## config.mk

```make
export PLATFORM = sky130hd
export DESIGN_NAME = dee_error_reevaluate_bit_region
export DESIGN_NICKNAME = d
export VERILOG_FILES = /design/src/verilog/dee_error_reevaluate_bit_region.v
export VERILOG_INCLUDE_DIRS = /design/src /design/src/verilog
export SDC_FILE = /design/constraint.sdc
export NUM_CORES = 2
export LEC_CHECK = 0
export ABC_AREA = 1
export BUFFER_PORTS_ARGS = -buffer_cell sky130_fd_sc_hd__buf_2
export CORE_UTILIZATION = 35
export DETAILED_ROUTE_END_ITERATION = 16
export GPL_TIMING_DRIVEN = 1
export HOLD_SLACK_MARGIN = 0.08
export PLACE_DENSITY_LB_ADDON = 0.25
export SLEW_MARGIN = 20
export SYNTH_ARGS = -nofsm -noshare
export SYNTH_HDL_FRONTEND = slang
export SYNTH_SLANG_ARGS = --single-unit
```

## constraint.sdc

```tcl
create_clock -name clk -period 25.1 [get_ports clk]
set_clock_uncertainty 0.1 [all_clocks]
set_input_delay 5.02 -clock clk [delete_from_list [all_inputs] [get_ports clk]]
set_output_delay 5.02 -clock clk [all_outputs]
set_load 0.02 [all_outputs]
```

## src/verilog/dee_defs.vh

```
// dee_defs.vh: register offsets, field positions and reset values for the
// error evaluation and region access enable block.
// assumes a word-indexed register port; definitions only, no logic.
`ifndef DEE_DEFS_VH
`define DEE_DEFS_VH

// ----------------------------------------------------------------------
// register offsets (word address on the register port)
// ----------------------------------------------------------------------
`define DEE_ADDR_W 8
`define DEE_OFF_ERR_CLEAR 8'h00
`define DEE_OFF_ERR_REEVAL 8'h01
`define DEE_OFF_ERR_STATUS 8'h02
`define DEE_OFF_IRQ_STATUS 8'h03
`define DEE_OFF_IRQ_MASK 8'h04
`define DEE_OFF_ERR_SUMMARY 8'h05
`define DEE_OFF_RGN_BASE 8'h10
`define DEE_RGN_STRIDE 2
`define DEE_RGN_DMA_LOW 2'h0
`define DEE_RGN_DMA_HIGH 2'h1
`define DEE_RGN_QDMA 2'h2
`define DEE_RGN_UNUSED 2'h3

// ----------------------------------------------------------------------
// field positions
// ----------------------------------------------------------------------
`define DEE_REEVAL_BIT 0
`define DEE_IRQ_W 2
`define DEE_IRQ_ERR_BIT 0
`define DEE_IRQ_REEVAL_BIT 1
`define DEE_QDMA_W 8
`define DEE_QDMA_MSB 7
`define DEE_CTRL_ERR_W 17

// ----------------------------------------------------------------------
// reset values
// ----------------------------------------------------------------------
`define DEE_RST_ENABLE 32'h0000_0000
`define DEE_RST_QDMA 8'h00
`define DEE_RST_IRQ 2'h0
`define DEE_ZERO32 32'h0000_0000

`endif

```

## src/verilog/dee_error_reevaluate_bit_region.v

```verilog
// dee_error_reevaluate_bit_region.v: error interrupt evaluation, controller error
// flags with write-one-to-clear, and per-region dma/qdma access enables.
// assumes software on a simple strobe port; the error sources, the
// channel registers and their region windows live outside this block.
//
// How it works
// - any missed-event or controller error flag set raises the error interrupt.
// - later errors re-raise it only on a change from all clear to some set.
// - writing one to the reevaluate bit pulses the interrupt while any flag is set.
// - writing zero to the reevaluate bit changes neither interrupt nor flags.
// - each region has a low dma enable mask, channels 0 to 31 in bits 31-0.
// - each region has a high dma enable mask, channels 32 to 63 in bits 31-0.
// - a cleared dma enable reads the channel bit as zero and drops writes to it.
// - a cleared dma enable keeps that channel out of the region completion irq.
// - a set dma enable passes real reads and lets writes update the bit.
// - a set dma enable lets the channel's enabled completion bits reach the irq.
// - each region has a qdma enable mask gating qdma channel register bits.
// - the qdma mask holds eight enables in bits 7-0, gating reads and writes.
// - writing one to a controller error clear bit clears that flag, zero does not.
`timescale 1ns/1ps
`include "dee_defs.vh"

module dee_error_reevaluate_bit_region #(
   parameter NUM_REGIONS = 8
) (
   input wire clk,
   input wire rst,
   // register port
   input wire [`DEE_ADDR_W-1:0] reg_addr,
   input wire [31:0] reg_wdata,
   input wire reg_wr,
   input wire reg_rd,
   output reg [31:0] reg_rdata,
   // error sources from the channel controller
   input wire [31:0] dma_missed_event_low,
   input wire [31:0] dma_missed_event_high,
   input wire [7:0] qdma_missed_event,
   input wire [`DEE_CTRL_ERR_W-1:0] controller_error_set,
   // shadow-region gating of dma channel registers
   input wire [31:0] rgn_sel,
   input wire [63:0] dma_chan_rdata,
   input wire [63:0] dma_chan_wmask,
   output wire [63:0] dma_gated_rdata,
   output wire [63:0] dma_gated_wmask,
   // shadow-region gating of qdma channel registers
   input wire [`DEE_QDMA_W-1:0] qdma_chan_rdata,
   input wire [`DEE_QDMA_W-1:0] qdma_chan_wmask,
   output wire [`DEE_QDMA_W-1:0] qdma_gated_rdata,
   output wire [`DEE_QDMA_W-1:0] qdma_gated_wmask,
   // completion interrupt sources, pending and enabled per channel
   input wire [63:0] dma_done_pending,
   input wire [63:0] dma_done_enable,
   output wire [NUM_REGIONS-1:0] rgn_done_irq,
   // outputs
   output reg err_irq_pulse,
   output wire irq
);

   // -------------------------------------------------------------------
   // register storage
   // -------------------------------------------------------------------
   wire [32*NUM_REGIONS-1:0] en_low_bus;
   wire [32*NUM_REGIONS-1:0] en_high_bus;
   wire [`DEE_QDMA_W*NUM_REGIONS-1:0] en_qdma_bus;
   reg [`DEE_CTRL_ERR_W-1:0] ctrl_err_ff;
   reg any_err_d_ff;
   reg [`DEE_IRQ_W-1:0] irq_status_ff;
   reg [`DEE_IRQ_W-1:0] irq_mask_ff;

   // -------------------------------------------------------------------
   // address decode
   // -------------------------------------------------------------------
   wire [`DEE_ADDR_W-1:0] rgn_off;
   wire [`DEE_ADDR_W-1:0] rgn_idx;
   wire [1:0] rgn_reg;
   wire rgn_hit;
   assign rgn_off = reg_addr - `DEE_OFF_RGN_BASE;
   assign rgn_idx = rgn_off >> `DEE_RGN_STRIDE;
   assign rgn_reg = rgn_off[1:0];
   assign rgn_hit = (reg_addr >= `DEE_OFF_RGN_BASE) &&
      (rgn_idx < NUM_REGIONS) && (rgn_reg != `DEE_RGN_UNUSED);

   wire wr_clear;
   wire wr_reeval;
   wire wr_irq_status;
   wire wr_irq_mask;
   assign wr_clear = reg_wr && (reg_addr == `DEE_OFF_ERR_CLEAR);
   assign wr_reeval = reg_wr && (reg_addr == `DEE_OFF_ERR_REEVAL);
   assign wr_irq_status = reg_wr && (reg_addr == `DEE_OFF_IRQ_STATUS);
   assign wr_irq_mask = reg_wr && (reg_addr == `DEE_OFF_IRQ_MASK);

   // -------------------------------------------------------------------
   // controller error flags
   // -------------------------------------------------------------------
   // set wins over a clear in the same cycle so no error is lost
   wire [`DEE_CTRL_ERR_W-1:0] nxt_ctrl_err;
   assign nxt_ctrl_err = (ctrl_err_ff &
      ~(wr_clear ? reg_wdata[`DEE_CTRL_ERR_W-1:0] :
      {`DEE_CTRL_ERR_W{1'b0}})) | controller_error_set;

   // -------------------------------------------------------------------
   // error interrupt evaluation
   // -------------------------------------------------------------------
   wire any_err;
   assign any_err = (|dma_missed_event_low) | (|dma_missed_event_high) |
      (|qdma_missed_event) | (|ctrl_err_ff);

   wire rise_err;
   wire reeval_hit;
   assign rise_err = any_err && !any_err_d_ff;
   // a zero in the reevaluate bit falls through with no effect; bit 1
   // is assumed written as zero by software and is ignored here
   assign reeval_hit = wr_reeval && reg_wdata[`DEE_REEVAL_BIT] &&
      any_err;

   wire nxt_err_irq_pulse;
   assign nxt_err_irq_pulse = rise_err | reeval_hit;

   always @(posedge clk or posedge rst) begin
      if (rst) begin
         ctrl_err_ff <= {`DEE_CTRL_ERR_W{1'b0}};
      end else begin
         ctrl_err_ff <= nxt_ctrl_err;
      end
   end

   always @(posedge clk or posedge rst) begin
      if (rst) begin
         any_err_d_ff <= 1'b0;
         err_irq_pulse <= 1'b0;
      end else begin
         any_err_d_ff <= any_err;
         err_irq_pulse <= nxt_err_irq_pulse;
      end
   end

   // -------------------------------------------------------------------
   // interrupt status and mask
   // -------------------------------------------------------------------
   wire [`DEE_IRQ_W-1:0] irq_evt;
   assign irq_evt = {reeval_hit, rise_err};
   // an event wins over a clear of the same bit so none is lost
   wire [`DEE_IRQ_W-1:0] nxt_irq_status;
   assign nxt_irq_status = (irq_status_ff &
      ~(wr_irq_status ? reg_wdata[`DEE_IRQ_W-1:0] : `DEE_RST_IRQ)) |
      irq_evt;

   always @(posedge clk or posedge rst) begin
      if (rst) begin
         irq_status_ff <= `DEE_RST_IRQ;
      end else begin
         irq_status_ff <= nxt_irq_status;
      end
   end

   always @(posedge clk or posedge rst) begin
      if (rst) begin
         irq_mask_ff <= `DEE_RST_IRQ;
      end else if (wr_irq_mask) begin
         irq_mask_ff <= reg_wdata[`DEE_IRQ_W-1:0];
      end
   end

   assign irq = |(irq_status_ff & irq_mask_ff);

   // -------------------------------------------------------------------
   // region access enable registers, one instance per region
   // -------------------------------------------------------------------
   wire [63:0] done_act;
   assign done_act = dma_done_pending & dma_done_enable;

   // each region decodes its own three words of the window
   genvar g;
   generate
      for (g = 0; g < NUM_REGIONS; g = g + 1) begin : g_rgn
         wire rgn_wr;
         wire wr_low;
         wire wr_high;
         wire wr_qdma;
         assign rgn_wr = reg_wr && rgn_hit && (rgn_idx == g);
         assign wr_low = rgn_wr && (rgn_reg == `DEE_RGN_DMA_LOW);
         assign wr_high = rgn_wr && (rgn_reg == `DEE_RGN_DMA_HIGH);
         assign wr_qdma = rgn_wr && (rgn_reg == `DEE_RGN_QDMA);
         dee_rgn_enable rgn_u (
            .clk(clk),
            .rst(rst),
            .wr_low(wr_low),
            .wr_high(wr_high),
            .wr_qdma(wr_qdma),
            .wdata(reg_wdata),
            .done_act(done_act),
            .en_low(en_low_bus[32*g +: 32]),
            .en_high(en_high_bus[32*g +: 32]),
            .en_qdma(en_qdma_bus[`DEE_QDMA_W*g +: `DEE_QDMA_W]),
            .done_irq(rgn_done_irq[g])
         );
      end
   endgenerate

   // -------------------------------------------------------------------
   // shadow-region gating
   // -------------------------------------------------------------------
   // rgn_sel is the region whose window is being accessed; an index past
   // the last region matches no entry, so every enable reads as zero
   reg [63:0] sel_dma_en;
   reg [`DEE_QDMA_W-1:0] sel_qdma_en;
   integer s;
   always @* begin
      sel_dma_en = {`DEE_ZERO32, `DEE_ZERO32};
      sel_qdma_en = `DEE_RST_QDMA;
      for (s = 0; s < NUM_REGIONS; s = s + 1) begin
         if (rgn_sel == s) begin
            sel_dma_en = {en_high_bus[32*s +: 32], en_low_bus[32*s +: 32]};
            sel_qdma_en = en_qdma_bus[`DEE_QDMA_W*s +: `DEE_QDMA_W];
         end
      end
   end

   assign dma_gated_rdata = dma_chan_rdata & sel_dma_en;
   assign dma_gated_wmask = dma_chan_wmask & sel_dma_en;
   assign qdma_gated_rdata = qdma_chan_rdata & sel_qdma_en;
   assign qdma_gated_wmask = qdma_chan_wmask & sel_qdma_en;

   // -------------------------------------------------------------------
   // addressed region enables for read back
   // -------------------------------------------------------------------
   reg [31:0] idx_low;
   reg [31:0] idx_high;
   reg [`DEE_QDMA_W-1:0] idx_qdma;
   integer k;
   always @* begin
      idx_low = `DEE_ZERO32;
      idx_high = `DEE_ZERO32;
      idx_qdma = `DEE_RST_QDMA;
      for (k = 0; k < NUM_REGIONS; k = k + 1) begin
         if (rgn_idx == k) begin
            idx_low = en_low_bus[32*k +: 32];
            idx_high = en_high_bus[32*k +: 32];
            idx_qdma = en_qdma_bus[`DEE_QDMA_W*k +: `DEE_QDMA_W];
         end
      end
   end

   // -------------------------------------------------------------------
   // read back, data one cycle after the strobe
   // -------------------------------------------------------------------
   reg [31:0] nxt_reg_rdata;
   always @* begin
      nxt_reg_rdata = `DEE_ZERO32;
      if (rgn_hit) begin
         case (rgn_reg)
            `DEE_RGN_DMA_LOW: nxt_reg_rdata = idx_low;
            `DEE_RGN_DMA_HIGH: nxt_reg_rdata = idx_high;
            `DEE_RGN_QDMA: nxt_reg_rdata[`DEE_QDMA_MSB:0] =
               idx_qdma;
            default: nxt_reg_rdata = `DEE_ZERO32;
         endcase
      end else begin
         case (reg_addr)
            `DEE_OFF_ERR_STATUS:
               nxt_reg_rdata[`DEE_CTRL_ERR_W-1:0] = ctrl_err_ff;
            `DEE_OFF_IRQ_STATUS:
               nxt_reg_rdata[`DEE_IRQ_W-1:0] = irq_status_ff;
            `DEE_OFF_IRQ_MASK:
               nxt_reg_rdata[`DEE_IRQ_W-1:0] = irq_mask_ff;
            `DEE_OFF_ERR_SUMMARY:
               nxt_reg_rdata[0] = any_err;
            // clear and reevaluate are write only and read as zero
            default: nxt_reg_rdata = `DEE_ZERO32;
         endcase
      end
   end

   always @(posedge clk or posedge rst) begin
      if (rst) begin
         reg_rdata <= `DEE_ZERO32;
      end else if (reg_rd) begin
         reg_rdata <= nxt_reg_rdata;
      end else begin
         reg_rdata <= `DEE_ZERO32;
      end
   end

endmodule

// ----------------------------------------------------------------------
// one region: dma low/high and qdma access enables, completion irq
// ----------------------------------------------------------------------
module dee_rgn_enable (
   input wire clk,
   input wire rst,
   input wire wr_low,
   input wire wr_high,
   input wire wr_qdma,
   input wire [31:0] wdata,
   input wire [63:0] done_act,
   output wire [31:0] en_low,
   output wire [31:0] en_high,
   output wire [`DEE_QDMA_W-1:0] en_qdma,
   output wire done_irq
);

   reg [31:0] en_low_ff;
   reg [31:0] en_high_ff;
   reg [`DEE_QDMA_W-1:0] en_qdma_ff;

   always @(posedge clk or posedge rst) begin
      if (rst) begin
         en_low_ff <= `DEE_RST_ENABLE;
      end else if (wr_low) begin
         en_low_ff <= wdata;
      end
   end

   always @(posedge clk or posedge rst) begin
      if (rst) begin
         en_high_ff <= `DEE_RST_ENABLE;
      end else if (wr_high) begin
         en_high_ff <= wdata;
      end
   end

   // bits above the eight qdma channels are dropped on write
   always @(posedge clk or posedge rst) begin
      if (rst) begin
         en_qdma_ff <= `DEE_RST_QDMA;
      end else if (wr_qdma) begin
         en_qdma_ff <= wdata[`DEE_QDMA_MSB:0];
      end
   end

   assign en_low = en_low_ff;
   assign en_high = en_high_ff;
   assign en_qdma = en_qdma_ff;

   // a cleared enable keeps the channel out of this region's irq
   assign done_irq = |(done_act &
      {en_high_ff, en_low_ff});

endmodule
```

==> metrics.txt <==
# TYPE chip_impl_metric gauge
chip_impl_metric{name="number_of_nets_in_the_layout",unit=""} 6927
chip_impl_metric{name="power.leakage",unit="nW"} 22.4
chip_impl_metric{name="first_pass_iters",unit=""} 9
chip_impl_info{name="setup_repair_after_global_routing_missed_its_margin",value="no"} 1
chip_impl_info{name="cts_tree",value="done"} 1
chip_impl_metric{name="num_vias",unit=""} 44100
chip_impl_metric{name="final-setup-viol-count",unit=""} 0
chip_impl_metric{name="synthesis.nets",unit=""} 6546
chip_impl_metric{name="tritoncts_num_sinks",unit=""} 631
chip_impl_metric{name="clk_transition_reported_paths",unit="ns"} 0.06
chip_impl_info{name="min_path_type",value="register to register"} 1
chip_impl_metric{name="floorplan.rows",unit=""} 123
chip_impl_metric{name="gp_routability_congestion",unit=""} 0.976
chip_impl_metric{name="tns",unit="ns"} 0
chip_impl_metric{name="synth-xor-area-share",unit="%"} 0.0219
chip_impl_metric{name="layout_worst_path_cycle_share",unit="%"} 56.5
chip_impl_info{name="run_status",value="complete, no violations"} 1
chip_impl_metric{name="cts_max_level",unit=""} 3
chip_impl_metric{name="post-route-min-period",unit="ns"} 14.19
chip_impl_metric{name="post-place-ws",unit="ns"} 11.10
chip_impl_metric{name="compound_gate_portion_of_the_synthesized_area",unit="%"} 18.9
chip_impl_metric{name="hold_viol_final",unit=""} 0
chip_impl_metric{name="cts_setup_buffers",unit=""} 0
chip_impl_metric{name="dieArea",unit="sq um"} 115000
chip_impl_metric{name="groute.usage.overall",unit="%"} 31.3
chip_impl_metric{name="grt_antenna_before_repair",unit=""} 21
chip_impl_info{name="ctsRootBufferMaster",value="sky130_fd_sc_hd__clkbuf_16"} 1
chip_impl_metric{name="vdd.ir_drop.worst",unit="V"} 0.0000433
chip_impl_metric{name="syn-instance-count",unit=""} 6105
chip_impl_metric{name="area.growth.synth_to_final",unit="%"} 16.6
chip_impl_metric{name="grt_first_pass_wirelength",unit="um"} 271000
chip_impl_metric{name="power.density",unit="nW/um^2"} 50.7
chip_impl_metric{name="post_synth_mux_area_share",unit="%"} 0
chip_impl_metric{name="pin_count",unit=""} 623
chip_impl_metric{name="cp_data_arrival_time",unit="ns"} 9.07
chip_impl_metric{name="synthDominantCellAreaShare",unit="%"} 39.6
chip_impl_metric{name="synth.avg_cell_area",unit="sq um"} 6.54
chip_impl_metric{name="grt_overflow_total",unit=""} 0
chip_impl_metric{name="synthAdderAreaFrac",unit="%"} 0.125
chip_impl_metric{name="yosysUniqueCellTypes",unit=""} 47
chip_impl_metric{name="edff_count_synth",unit=""} 0
chip_impl_metric{name="cts.repair.resized",unit=""} 0
chip_impl_metric{name="wl_per_cell",unit="um"} 22.9
chip_impl_metric{name="synthesis.yosys.warnings",unit=""} 0
chip_impl_metric{name="detail_route.iter0.violations",unit=""} 5047
chip_impl_metric{name="floorplan.die.height",unit="um"} 340
chip_impl_metric{name="dp.final_hpwl",unit="um"} 130000
chip_impl_info{name="path_class",value="input pin to output port"} 1
chip_impl_metric{name="ctsLongestPathBuffers",unit=""} 3
chip_impl_metric{name="largest_net_degree_at_the_start_of_global_routing",unit=""} 139
chip_impl_metric{name="numCtsBuffers",unit=""} 73
chip_impl_metric{name="worst_path_largest_cell_delay",unit="ns"} 0.75
chip_impl_info{name="synth.largest_area_cell",value="sky130_fd_sc_hd__dfrtp_1"} 1
chip_impl_info{name="synth-main-ff-cell",value="sky130_fd_sc_hd__dfrtp_1"} 1
chip_impl_metric{name="maxCapViolations",unit=""} 0
chip_impl_metric{name="fp.coreArea",unit="sq um"} 113000
chip_impl_info{name="timing.critical_path.mode_cell",value="sky130_fd_sc_hd__nand2_1"} 1
chip_impl_metric{name="layout.core_utilization",unit="%"} 41.3
chip_impl_metric{name="synth.cell_area",unit="sq um"} 39900
chip_impl_metric{name="worstRegToRegCells",unit=""} 8
chip_impl_metric{name="ctsHoldBuffers",unit=""} 0
chip_impl_metric{name="required",unit="ns"} 19.98
chip_impl_metric{name="achievable-frequency",unit="MHz"} 70.5
chip_impl_metric{name="tightest_slew",unit="ns"} 1.16
chip_impl_info{name="timing.critical_path.to_type",value="output port"} 1
chip_impl_metric{name="insertion_delay",unit="ns"} 0.65
chip_impl_info{name="timing.critical_path.from_type",value="input pin"} 1
chip_impl_metric{name="yosys.area_share.simple",unit="%"} 29.8
chip_impl_metric{name="postRouteAntennaNets",unit=""} 0
chip_impl_metric{name="ys_seq_elements",unit=""} 631
chip_impl_metric{name="path_max_fanout",unit=""} 74
chip_impl_metric{name="portBuffers",unit=""} 622
chip_impl_metric{name="total_power",unit="mW"} 2.36
chip_impl_metric{name="timing.final.ws_setup",unit="ns"} 10.91
chip_impl_metric{name="first_global_vias",unit=""} 42100
chip_impl_metric{name="hold-path-cell-count",unit=""} 2
chip_impl_metric{name="layout-drive-gt1-share",unit="%"} 13.1
chip_impl_metric{name="routed_via_count_divided_by_cell_count",unit=""} 5.48
chip_impl_metric{name="die_x",unit="um"} 340
chip_impl_info{name="netlist_top_cells_area",value="sky130_fd_sc_hd__dfrtp_1, sky130_fd_sc_hd__nand2_1, sky130_fd_sc_hd__o21ai_0, sky130_fd_sc_hd__inv_1, sky130_fd_sc_hd__nand3_1"} 1
chip_impl_metric{name="timing.final.max_slew_violations",unit=""} 0
chip_impl_metric{name="drc_errors",unit=""} 0
chip_impl_info{name="synth_top_family_by_area",value="simple AND/OR/NAND/NOR gates"} 1
chip_impl_metric{name="floorplan.initialDensity",unit="%"} 35.4
chip_impl_metric{name="yosysSeqAreaShare",unit="%"} 39.6
chip_impl_info{name="crit_path_cell_trace",value="buf_2 -> nor2_1 -> nand2_1 -> nor2_1 -> nand2_1 -> nor3_4 -> buf_4 -> nand2_2 -> buf_4 -> inv_2 -> buf_4 -> nand2_1 -> nand2_1 -> nor2_1 -> buf_2"} 1
chip_impl_metric{name="routed_wl",unit="um"} 184000
chip_impl_metric{name="slew-limit-headroom",unit="%"} 22.4
chip_impl_info{name="worst_path_max_delay_cell",value="sky130_fd_sc_hd__inv_2"} 1
chip_impl_metric{name="synth_async_sr_flop_share",unit="%"} 100
==> report_power, final <==
part	internal [mW]	switching, mW	leakage, nW
Combinational	0.0491	0.141	12.5
Clock	0.662	0.473	1.21
Sequential	1.03	0.00850	8.71
Total	1.74	0.622	22.4
==> registers in the layout, indices dropped and copies added, names as in the netlist <==
name                 cells
any_err_d_ff             1
ctrl_err_ff             17
err_irq_pulse            1
g_rgn.rgn_u.en_high    256
g_rgn.rgn_u.en_low     256
g_rgn.rgn_u.en_qdma     64
irq_mask_ff              2
irq_status_ff            2
reg_rdata               32
==> placed cells by master, fill, tap and decap left out, types with 18 or more instances in the layout <==
master                      instances
sky130_fd_sc_hd__clkbuf_1          19
sky130_fd_sc_hd__nand2_1         1934
sky130_fd_sc_hd__nand4_1          106
sky130_fd_sc_hd__a21oi_1          237
sky130_fd_sc_hd__or2_0             19
sky130_fd_sc_hd__o211ai_1          25
sky130_fd_sc_hd__clkbuf_16         74
sky130_fd_sc_hd__a21boi_1          32
sky130_fd_sc_hd__dfrtp_1          631
sky130_fd_sc_hd__a221oi_1          23
sky130_fd_sc_hd__buf_4             66
sky130_fd_sc_hd__o21ai_0          774
sky130_fd_sc_hd__buf_2            622
sky130_fd_sc_hd__o22ai_1           95
sky130_fd_sc_hd__nand2_2           18
sky130_fd_sc_hd__o21ai_1          149
sky130_fd_sc_hd__inv_1            807
sky130_fd_sc_hd__nand3_1          440
sky130_fd_sc_hd__o2111ai_1         24
sky130_fd_sc_hd__nor2_1           261
sky130_fd_sc_hd__nor4_1            43
==> cell families (layout without fill, tap and decap cells) <==
| family | count (synthesis) | count (layout) |
|---|---|---|
| adders and majority gates | 4 | 4 |
| buffers and inverters | 1202 | 1639 |
| and+or+nand+nor | 2873 | 2873 |
| xor gates and xnor gates | 1 | 1 |
| other | 0 | 16 |
| DFF | 631 | 631 |
| AOI/OAI and AO/OA | 1394 | 1394 |
==> worst max-delay path: cells and delay by family <==
family | cells | cell delay (ns)
buffers and inverters | 6 | 2.62
and+or+nand+nor | 9 | 1.22
==> cells in the mapped netlist (3+ instances only) <==
master and n:
sky130_fd_sc_hd__nand2_1 1951, sky130_fd_sc_hd__inv_1 810, sky130_fd_sc_hd__o21ai_0 774, sky130_fd_sc_hd__dfrtp_1 631, sky130_fd_sc_hd__nand3_1 443, sky130_fd_sc_hd__clkbuf_1 280, sky130_fd_sc_hd__nor2_1 266, sky130_fd_sc_hd__a21oi_1 237
sky130_fd_sc_hd__o21ai_1 149, sky130_fd_sc_hd__nand4_1 106, sky130_fd_sc_hd__o22ai_1 95, sky130_fd_sc_hd__buf_2 58, sky130_fd_sc_hd__nor4_1 44, sky130_fd_sc_hd__a21boi_1 32, sky130_fd_sc_hd__buf_1 30, sky130_fd_sc_hd__o211ai_1 25
sky130_fd_sc_hd__o2111ai_1 24, sky130_fd_sc_hd__a221oi_1 23, sky130_fd_sc_hd__or2_0 19, sky130_fd_sc_hd__nor3_1 16, sky130_fd_sc_hd__buf_4 14, sky130_fd_sc_hd__a22o_1 13, sky130_fd_sc_hd__inv_2 8, sky130_fd_sc_hd__or2_2 7
sky130_fd_sc_hd__a21boi_0 6, sky130_fd_sc_hd__nor2_2 6, sky130_fd_sc_hd__nand2_2 5, sky130_fd_sc_hd__a2111oi_0 4, sky130_fd_sc_hd__ha_1 4, sky130_fd_sc_hd__o2111a_1 3
==> layer usage <==
layer | vias up | wire [um] | global-route usage, %
li1 | 20500 | - | -
met3 | 514 | 16500 | 5.58
met1 | 20600 | 67400 | 37.4
met4 | 2 | 13700 | 21.4
met5 | - | 10 | 0
met2 | 2518 | 86500 | 51.3
==> final timing paths <==
check	slack, ns	end	start
max in group asynchronous	16.76	reg_rdata[20]	rst
worst max-delay path	10.91	dma_gated_rdata[6]	rgn_sel[31]
worst min register to register	0.38	g_rgn[3].rgn_u.en_low[25]	g_rgn[3].rgn_u.en_low[25]
worst min-delay path	0.38	g_rgn[3].rgn_u.en_low[25]	g_rgn[3].rgn_u.en_low[25]
worst max register to register	22.88	reg_rdata[0]	ctrl_err_ff[0]
min in group asynchronous	4.37	ctrl_err_ff[15]	rst
==> through the flow <==
step / hold slack, ns / cell area [sq um] / std cells
floorplan: 0.353 / 39900 / 6105
global placement: 0.366 / 44000 / 7911
detailed placement: 0.373 / 44000 / 7911
CTS: 0.386 / 46500 / 8042
global route: 0.394 / 46500 / 8056
finish: 0.384 / 46500 / 8058
==> area by class of cell <==
type / count / area [sq um]
Sequential cell: 631 / 15800
Clock inverter: 23 / 335
Tap cell: 1500 / 1880
Fill cell: 12000 / 66300
Timing Repair Buffer: 689 / 3630
Multi-Input combinational cell: 4272 / 19700
Inverter: 819 / 3080
Clock buffer: 108 / 2130
Antenna cell: 16 / 40.0
Note: power is estimated with default switching activity, not from simulation.
